$ cat src/inc/crc_unit_regs.svh
// constants for the serial message crc unit
`ifndef CRC_UNIT_REGS_SVH
`define CRC_UNIT_REGS_SVH
`define CRC8_POLY        8'h2F
`define CRC8_SEED_HIGH   4'hF
`define CRC4_POLY_DEF    4'h3
`define CRC4_SEED_DEF    4'hF
`define MSG_BITS         6'd32
`define CRC8_TAIL        6'd8
`define CRC4_TAIL        6'd4
`endif

$ cat src/inc/crc_unit_pkg.sv
// types for the serial message crc unit
package crc_unit_pkg;
  typedef enum logic [1:0] {
    st_idle  = 2'b00,
    st_shift = 2'b01,
    st_done  = 2'b10
  } crc_state_t;
  typedef enum logic {
    op_check  = 1'b0,
    op_encode = 1'b1
  } crc_op_t;
endpackage : crc_unit_pkg

$ cat src/core/spi_message_crc_unit.sv
// crc check of commands and crc generation for responses
`timescale 1ns/1ps
`default_nettype none
`include "crc_unit_regs.svh"
module spi_message_crc_unit
  import crc_unit_pkg::*;
#(
  parameter logic [3:0] CRC4_POLY = `CRC4_POLY_DEF,
  parameter logic [3:0] CRC4_SEED = `CRC4_SEED_DEF
) (
  input  wire logic        ref_clk,
  input  wire logic        nrst,
  input  wire logic        crc4_mode,
  input  wire logic [3:0]  crc_seed_low_nibble,
  input  wire logic        start,
  input  wire logic        op_sel,
  input  wire logic [31:0] msg_in,
  output logic             busy,
  output logic             done_ff,
  output logic             cmd_ok_ff,
  output logic             cmd_err_ff,
  output logic [7:0]       resp_crc_ff,
  output logic [31:0]      resp_msg_ff
);
  // ************************************************************
  // seed and sequencing
  // ************************************************************
  crc_state_t  state_ff;
  crc_op_t     op_ff;
  logic        mode4_ff;
  logic [31:0] msg_ff;
  logic [5:0]  cnt_ff;
  logic [5:0]  total;
  logic [7:0]  seed;
  logic [7:0]  crc_val;
  logic        bit_in;
  logic        load;
  logic        shift;
  logic [31:0] msg_hold_ff;

  always_comb begin
    if (crc4_mode) begin
      seed = {4'h0, CRC4_SEED};
    end else if (crc_seed_low_nibble == 4'h0) begin
      seed = 8'hFF;
    end else begin
      seed = {`CRC8_SEED_HIGH, crc_seed_low_nibble};
    end
  end

  // check feeds 32 bits (message incl. its crc); encode also feeds 32 bits, no extra tail
  always_comb begin
    if (op_ff == op_check) begin
      total = `MSG_BITS;
    end else if (mode4_ff) begin
      total = `MSG_BITS - `CRC4_TAIL + `CRC4_TAIL;
    end else begin
      total = `MSG_BITS - `CRC8_TAIL + `CRC8_TAIL;
    end
  end

  // encode zeroes the crc field of the message so the tail sees zeros
  assign bit_in = (cnt_ff < `MSG_BITS) ? msg_ff[31] : 1'b0;
  assign load   = (state_ff == st_idle) && start;
  assign shift  = (state_ff == st_shift);
  assign busy   = (state_ff != st_idle);

  crc_serial_engine #(
    .POLY4 (CRC4_POLY)
  ) u_engine (
    .ref_clk (ref_clk),
    .nrst    (nrst),
    .load    (load),
    .seed    (seed),
    .shift   (shift),
    .bit_in  (bit_in),
    .mode4   (mode4_ff),
    .crc_ff  (crc_val)
  );

  always_ff @(posedge ref_clk or negedge nrst) begin
    if (!nrst) begin
      state_ff <= st_idle;
      cnt_ff   <= 6'd0;
    end else begin
      case (state_ff)
        st_idle: begin
          cnt_ff <= 6'd0;
          if (start) begin
            state_ff <= st_shift;
          end
        end
        st_shift: begin
          cnt_ff <= cnt_ff + 6'd1;
          if (cnt_ff == total - 6'd1) begin
            state_ff <= st_done;
          end
        end
        default: begin
          state_ff <= st_idle;
        end
      endcase
    end
  end

  // ************************************************************
  // message capture
  // ************************************************************
  always_ff @(posedge ref_clk or negedge nrst) begin
    if (!nrst) begin
      msg_ff   <= 32'h0000_0000;
      op_ff    <= op_check;
      mode4_ff <= 1'b0;
    end else if (load) begin
      op_ff    <= crc_op_t'(op_sel);
      mode4_ff <= crc4_mode;
      if (op_sel == op_encode) begin
        msg_ff <= crc4_mode ? {msg_in[31:4], 4'h0}
                            : {msg_in[31:8], 8'h00};
      end else begin
        msg_ff <= msg_in;
      end
    end else if (shift) begin
      msg_ff <= {msg_ff[30:0], 1'b0};
    end
  end

  // ************************************************************
  // results
  // ************************************************************
  always_ff @(posedge ref_clk or negedge nrst) begin
    if (!nrst) begin
      done_ff     <= 1'b0;
      cmd_ok_ff   <= 1'b0;
      cmd_err_ff  <= 1'b0;
      resp_crc_ff <= 8'h00;
      resp_msg_ff <= 32'h0000_0000;
    end else begin
      done_ff <= (state_ff == st_done);
      if (load) begin
        cmd_ok_ff  <= 1'b0;
        cmd_err_ff <= 1'b0;
      end else if (state_ff == st_done) begin
        if (op_ff == op_check) begin
          cmd_ok_ff  <= (crc_val == 8'h00);
          cmd_err_ff <= (crc_val != 8'h00);
        end else if (mode4_ff) begin
          resp_crc_ff <= {4'h0, crc_val[3:0]};
          resp_msg_ff <= {resp_msg_hi(), crc_val[3:0]};
        end else begin
          resp_crc_ff <= crc_val;
          resp_msg_ff <= {msg_hold_ff[31:8], crc_val};
        end
      end
    end
  end

  // original message kept for building the framed response
  always_ff @(posedge ref_clk or negedge nrst) begin
    if (!nrst) begin
      msg_hold_ff <= 32'h0000_0000;
    end else if (load) begin
      msg_hold_ff <= msg_in;
    end
  end

  function automatic logic [27:0] resp_msg_hi();
    return msg_hold_ff[31:4];
  endfunction : resp_msg_hi
endmodule : spi_message_crc_unit
`default_nettype wire

$ cat src/core/crc_serial_engine.sv
// serial crc shift register, 8 or 4 bits wide
`timescale 1ns/1ps
`default_nettype none
`include "crc_unit_regs.svh"
module crc_serial_engine #(
  parameter logic [3:0] POLY4 = `CRC4_POLY_DEF
) (
  input  wire logic       ref_clk,
  input  wire logic       nrst,
  input  wire logic       load,
  input  wire logic [7:0] seed,
  input  wire logic       shift,
  input  wire logic       bit_in,
  input  wire logic       mode4,
  output logic      [7:0] crc_ff
);
  logic [7:0] nxt_crc;
  logic       fb;
  always_comb begin
    nxt_crc = crc_ff;
    fb      = 1'b0;
    // bits rotate into the lsb; the msb falling out decides the xor
    if (mode4) begin
      fb = crc_ff[3];
      nxt_crc = {4'h0, crc_ff[2:0], bit_in} ^ (fb ? {4'h0, POLY4} : 8'h00);
    end else begin
      fb = crc_ff[7];
      nxt_crc = {crc_ff[6:0], bit_in} ^ (fb ? `CRC8_POLY : 8'h00);
    end
  end
  always_ff @(posedge ref_clk or negedge nrst) begin
    if (!nrst) begin
      crc_ff <= 8'h00;
    end else if (load) begin
      crc_ff <= seed;
    end else if (shift) begin
      crc_ff <= nxt_crc;
    end
  end
endmodule : crc_serial_engine
`default_nettype wire

$ cat config.mk
export PLATFORM = sky130hd
export DESIGN_NAME = spi_message_crc_unit
export DESIGN_NICKNAME = d
export VERILOG_FILES = /design/src/inc/crc_unit_pkg.sv /design/src/core/spi_message_crc_unit.sv /design/src/core/crc_serial_engine.sv
export VERILOG_INCLUDE_DIRS = /design/src /design/src/inc
export SDC_FILE = /design/constraint.sdc
export NUM_CORES = 1
export LEC_CHECK = 0
export BUFFER_PORTS_ARGS = -buffer_cell sky130_fd_sc_hd__buf_2
export CAP_MARGIN = 20
export CORE_ASPECT_RATIO = 1.75
export CORE_MARGIN = 2
export CORE_UTILIZATION = 50
export CTS_CLUSTER_SIZE = 12
export DETAILED_ROUTE_END_ITERATION = 10
export PLACE_DENSITY = 0.74
export SLEW_MARGIN = 15
export SYNTH_ARGS = -nofsm -noshare
export SYNTH_HDL_FRONTEND = slang
export SYNTH_SLANG_ARGS = --single-unit
$ cat constraint.sdc
create_clock -name ref_clk -period 1.6 [get_ports ref_clk]
set_input_delay 0.32 -clock ref_clk [delete_from_list [all_inputs] [get_ports ref_clk]]
set_output_delay 0.32 -clock ref_clk [all_outputs]
set_load 0.01 [all_outputs]
==> out/qor.txt, run 1 <==
DP Worst Slack - 0.138 ns
Layout cell share with drive strength beyond 1 - 26.6%
Main synth FF type - dfrtp_1
Max IR drop VDD - 0.00108 V
Register bit total from synthesis - 117
Top post-synthesis cells by area - dfrtp_1 (59%), o21ai_0 (7.4%), nand2_1 (7.4%)
Sink Count - 117
Fill cells - 797
I/O pin count - 85
Starting density of the core - 50.7%
Setup ws final - 0.0124 ns
Power per cell area - 1590 nW/µm²
Multi-input gate area - 1690 µm²
Status - finished, final reports clean
Gpl congestion - 0.877
EDFF count, synth - 0
Tmin final - 1.59 ns
Cells after DPL - 665
DRC violations left - 0
GRT Util Overall - 22.0%
Leading area contributor after synthesis - dfrtp_1
Routed Antenna Nets - 0
Overflow after GRT - 0
Crit start category - flop
Final net count - 610
Worst slew pin tran - 0.448 ns
Largest net degree at the start of global routing - 56
Ys async rst share - 100%
DP Wirelength - 7360 µm
Layout Skew - 0.00648 ns
Fin. max-slew vios - 0
Max Fclk - 0.630 GHz
Initial antenna violation count - 0
DR pass1 iterations - 4
Floorplan row count - 48
Die span in x - 79.1 µm
Hold Path Class - in -> reg
Commonest non-fill, non-tap cell in the layout - dfrtp_1
Crit path kind - reg -> out
Initial drt markers - 210
RSZ-0062 raised after global routing - yes
YS warnings - 0
Vias - 3679
Crit end category - output port
Post-synth design cell area - 4930 µm²
Syn avg cell area - 10.5 µm²
Yosys top cell area share - 59.3%
Average vias per placed instance - 5.23
Worst path required time - 1.28 ns
Commonest cells after routing, fill and taps aside - dfrtp_1 (116), nand2_1 (97), buf_2 (82), o21ai_0 (72)
Total area of sequential cells - 2930 µm²
Htree depth - 4
Max Cap Viol - 0
Distinct cells, synth - 41
Post-Route WL - 11000 µm
First-pass GRT wire length - 17900 µm
Syn_nets - 512
Vias in the first global route - 3795
Critical Path AT - 1.27 ns
Final setup viols - 0
Lkg Pwr - 3.15 nW
Cts bufs inserted - 17
Maximum clock path buffer count - 2
Hold_ws - 0.135 ns
Port bufs - 84
Syn Inst Count - 470
Die ar. - 10700 µm²
CTS tree - yes
Clk slew on worst S/H paths - 0.05 ns
Layout Cells excl Fill - 704
Top fanout value on the critical path - 2
Clk root buf - clkbuf_16
Area delta synth->final - 25.9%
Final Hold Vio Count - 0
Final period util - 99.2%
Drt wl/cell - 15.6 µm
Antenna cells - 0
Core area - 9730 µm²
Skew-Pair Late Insertion Delay - 0.41 ns
Relative slew slack - 69.8%
Seq/Total Area, Yosys - 59.3%
Die height - 135 µm
==> cell type report <==
| class | instances | share of cell area (%) |
|---|---|---|
| clock inverters | 9 | 2.05 |
| well taps | 125 | 2.52 |
| repair buffers | 111 | 11.8 |
| inverters | 28 | 1.69 |
| multi-input cells | 293 | 27.2 |
| flip-flops and latches | 117 | 47.2 |
| clock buffers | 21 | 7.57 |
==> sequential cells by signal, indices dropped and copies added, names as in the netlist <==
| name | flops |
|---|---|
| msg_ff | 32 |
| done_ff | 1 |
| resp_msg_ff | 28 |
| cmd_err_ff | 1 |
| state_ff | 2 |
| mode4_ff | 1 |
| resp_crc_ff | 8 |
| u_engine.crc_ff | 8 |
| op_ff | 1 |
| cnt_ff | 6 |
| cmd_ok_ff | 1 |
| msg_hold_ff | 28 |
==> repair_timing <==
action	CTS	global route
gates cloned	0	1
resized for setup	4	5
pin swaps	1	1
hold endpoints to repair	9	0
buffers inserted	5	2
setup endpoints to repair	1	17
hold buffers	1	0
==> where the power goes <==
part | internal [mW] | switching (mW) | total [mW]
clock | 2.54 | 1.27 | 3.81
combinational | 0.883 | 0.938 | 1.82
sequential | 3.75 | 0.520 | 4.27
==> worst max-delay path, cell delays in order, from the launching register on <==
cell,delay (ns)
dfrtp_1,0.38
buf_6,0.12
or2_4,0.24
buf_6,0.12
==> through the flow <==
step / setup TNS, ns / total power [mW] / utilization (%) / cell area [µm²]
floorplan: 0 / 5.47 / - / 4930
global placement: 0 / 5.97 / 56.5 / 5500
detailed placement: 0 / 6.09 / 56.5 / 5500
CTS: -0.00264 / 9.98 / 63.3 / 6160
global route: -0.0450 / 10.4 / 63.8 / 6210
finish: 0 / 9.90 / 63.8 / 6210
==> routing by layer <==
layer  global-route usage, %  vias to the layer above  share of wire (%)
li1                        -                     1777                  -
met4                    11.2                        0                3.1
met1                    24.2                     1779                 39
met2                    38.0                       99                 53
met3                    6.80                       24                4.8
met5                       0                        -                  0
==> cell usage after synthesis, types with 2 or more instances <==
| cell type | count |
|---|---|
| nand3b_1 | 2 |
| nor4_1 | 3 |
| buf_6 | 9 |
| dfrtp_1 | 117 |
| a31oi_1 | 9 |
| nor3b_1 | 2 |
| nor2_1 | 5 |
| mux2i_1 | 28 |
| nor3_1 | 6 |
| mux2_2 | 7 |
| nand2_1 | 97 |
| o221ai_2 | 3 |
| buf_2 | 12 |
| inv_1 | 28 |
| buf_4 | 5 |
| xnor2_1 | 4 |
| nor2b_1 | 6 |
| nand2b_1 | 5 |
| nand3_1 | 3 |
| o21ai_0 | 73 |
| a21oi_1 | 12 |
| o21ai_1 | 9 |
| o22ai_1 | 2 |
| clkbuf_1 | 6 |
==> kinds of logic after synthesis <==
group / synth area share [%]
compound gates: 13.4
xor+xnor: 0.888
fa+ha+maj: 0.254
buf+inv: 6.62
flops: 59.3
mux: 7.28
simple gates: 12.2
==> worst paths after layout <==
check	start	to	slack, ns	depth (start not counted)
min in group asynchronous	nrst	resp_crc_ff[7]	0.31	2
max reg2reg	state_ff[1]	msg_ff[24]	0.06	6
min reg2reg	resp_msg_ff[5]	resp_msg_ff[5]	0.47	2
max	state_ff[0]	busy	0.01	3
min	msg_in[7]	msg_hold_ff[7]	0.13	3
max in group asynchronous	nrst	cnt_ff[2]	0.74	3
Power figures use the tool's default switching activity.
==> inputs of run 2 (changes only) <==
- BUFFER_PORTS_ARGS: -buffer_cell sky130_fd_sc_hd__buf_2 -> unset
- DONT_BUFFER_PORTS: unset -> 1
- PLACE_DENSITY: 0.74 -> 0.67
==> run 2 against run 1 <==
  * The flow now finishes with violations (hold timing)
  * Sequential share of layout area rose by 5.0 points
  * Sequential cell count unchanged
  * Via count shrank 11%
  * Register-to-register slack better by 0.04 ns
  * Global-route usage is 2.2 points lower
  * Core utilization fell by 6.1 points
  * Design area down 9.5%
  * Final cell count decreased by 13%
  * Sequential power increased by 0.9%
  * Count of clock-buffer cells in the layout down 1
  * Setup slack improved by 0.038 ns
==> out/qor.txt, run 2 (synthesized netlist as in run 1, its figures left out) <==
Status - finished, violations left
Violated checks - hold timing
Clk root buf - clkbuf_16
Fin. max-slew vios - 0 (unchanged)
Lkg Pwr - 2.68 nW (-15%)
Top fanout value on the critical path - 5 (+3)
RSZ-0062 raised after global routing - no
Largest regs - msg_ff: 32 flops, msg_hold_ff: 28 flops, resp_msg_ff: 28 flops
Final net count - 514 (-16%)
Max FFs per register - 32 (unchanged)
DP Worst Slack - 0.113 ns (-0.0258 ns)
Antenna cells - 0 (unchanged)
Sum of negative setup slack - 0 ns (unchanged)
Net Sw Power - 2.63 mW (-3.7%)
Placed Area - 5040 µm² (-8.2%)
Drt wl/cell - 16.0 µm (+2.8%)
First-pass GRT wire length - 16200 µm (-9.4%)
Vias in the first global route - 3301 (-13%)
Worst slew pin tran - 0.439 ns (-0.00934 ns)
Layout Cells excl Fill - 610 (-13%)
Crit start category - flop
Worst path required time - 1.28 ns (about the same)
Layout Skew - 0.00936 ns (+0.00288 ns)
Largest Register - msg_ff
Comb pwr share - 16.3% (-2.1 points)
Sink Count - 117 (unchanged)
Flop pwr share - 46.1% (+3.0 points)
Layout cell share with drive strength beyond 1 - 12.8% (-14 points)
Critical Path AT - 1.23 ns (-0.04 ns)
Area delta synth->final - 13.9%
Final period util - 96.8% (-2.4 points)
Multi-input gate area - 1690 µm² (unchanged)
Fin area - 5620 µm² (-9.5%)
Gpl congestion - 0.789 (-10%)
Final Core Density - 57.8% (-6.1 points)
CTS tree - yes
DR pass1 iterations - 4 (unchanged)
Cells after DPL - 577 (-13%)
Total area of sequential cells - 2930 µm² (about the same)
Skew-Pair Late Insertion Delay - 0.40 ns (about the same)
Die ar. - 10700 µm² (unchanged)
DP Wirelength - 6520 µm (-11%)
Pint - 6.72 mW (-6.4%)
Maximum clock path buffer count - 2 (unchanged)
Floorplan row count - 48 (unchanged)
Starting density of the core - 50.7% (unchanged)
I/O pin count - 85 (unchanged)
Die span in x - 79.1 µm (unchanged)
Hold_ws - -0.388 ns (-0.523 ns)
Setup ws final - 0.0507 ns (+0.0383 ns)
Cts bufs inserted - 17 (unchanged)
DRC violations left - 0 (unchanged)
Core area - 9730 µm² (unchanged)
Average vias per placed instance - 5.37 (+2.7%)
Overflow after GRT - 0 (unchanged)
Initial antenna violation count - 0 (unchanged)
Hold Path Class - in -> async
Max IR drop VDD - 0.00119 V (+10%)
Post-Route WL - 9760 µm (-11%)
Crit path kind - reg -> out
Crit end category - output port
Routed Antenna Nets - 0 (unchanged)
Initial drt markers - 165 (-21%)
Max Fclk - 0.645 GHz (+2.5%)
Clk slew on worst S/H paths - 0.05 ns (about the same)
Relative slew slack - 70.5% (+0.63 points)
Port bufs - 0 (-100%)
GRT Util Overall - 19.8% (-2.2 points)
Design Power - 9.34 mW (-5.6%)
Commonest non-fill, non-tap cell in the layout - dfrtp_1
Htree depth - 4 (unchanged)
Net Sw Frac - 28.1% (+0.56 points)
Commonest cells after routing, fill and taps aside - dfrtp_1 (115), nand2_1 (97), o21ai_0 (73), mux2i_1 (28), inv_1 (28)
Max Cap Viol - 0 (unchanged)
Final setup viols - 0 (unchanged)
Final Hold Vio Count - 117 (+117)
Vias - 3275 (-11%)
Power per cell area - 1660 nW/µm² (+4.3%)
Clock Power Share - 37.6% (-0.9 points)
Largest net degree at the start of global routing - 118 (+110%)
Die height - 135 µm (unchanged)
Fill cells - 834 (+4.6%)
Tmin final - 1.55 ns (-0.0383 ns)
run 2: final cells by class:
cell class,instances,share of cell area [%]
clock inverters,12,1.85
inverters,28,1.87
well taps,125,2.78
flip-flops and latches,117,52.1
multi-input cells,293,30.1
clock buffers,20,8.13
repair buffers,15,3.18
run 2: worst paths after layout:
kind | end | slack, ns | from | cells after the start
max in group asynchronous | state_ff[1] | 1.76 | nrst | 0
hold / removal | resp_msg_ff[6] | -0.39 | nrst | 0
hold reg to reg | msg_hold_ff[6] | 0.47 | msg_hold_ff[6] | 2
setup reg to reg | msg_ff[7] | 0.10 | state_ff[1] | 5
min in group ref_clk | msg_hold_ff[7] | 0.02 | msg_in[7] | 2
setup / recovery | busy | 0.05 | state_ff[1] | 2
run 2: per-layer routing:
layer	global-route usage, %	vias up	wire length, µm
li1	-	1581	-
met1	23.0	1599	3890
met2	34.3	83	5200
met3	6.33	12	533
met4	6.99	0	136
met5	0	-	0
run 2: power groups by stage:
| stage | Sequential [mW] | Combinational (mW) | Clock [mW] |
|---|---|---|---|
| 3_3_place_gp | 4.33 | 1.47 | 0 |
| 3_5_place_dp | 4.36 | 1.53 | 0 |
| 2_1_floorplan | 4.15 | 1.31 | 0 |
| 4_1_cts | 4.32 | 1.55 | 3.59 |
| 6_report | 4.31 | 1.52 | 3.51 |
| 5_1_grt | 4.41 | 1.76 | 3.71 |
run 2: repair_timing:
action,in CTS,in global routing
setup buffers,1,0
gates cloned,0,0
gates resized for setup,2,2
endpoints found under the setup margin,1,4
endpoints found under the hold margin,117,117
run 2: worst max-delay path, stage by stage, from the launching register on:
cell and delay (ns):
dfrtp_2 0.41, buf_4 0.16, or2_4 0.27
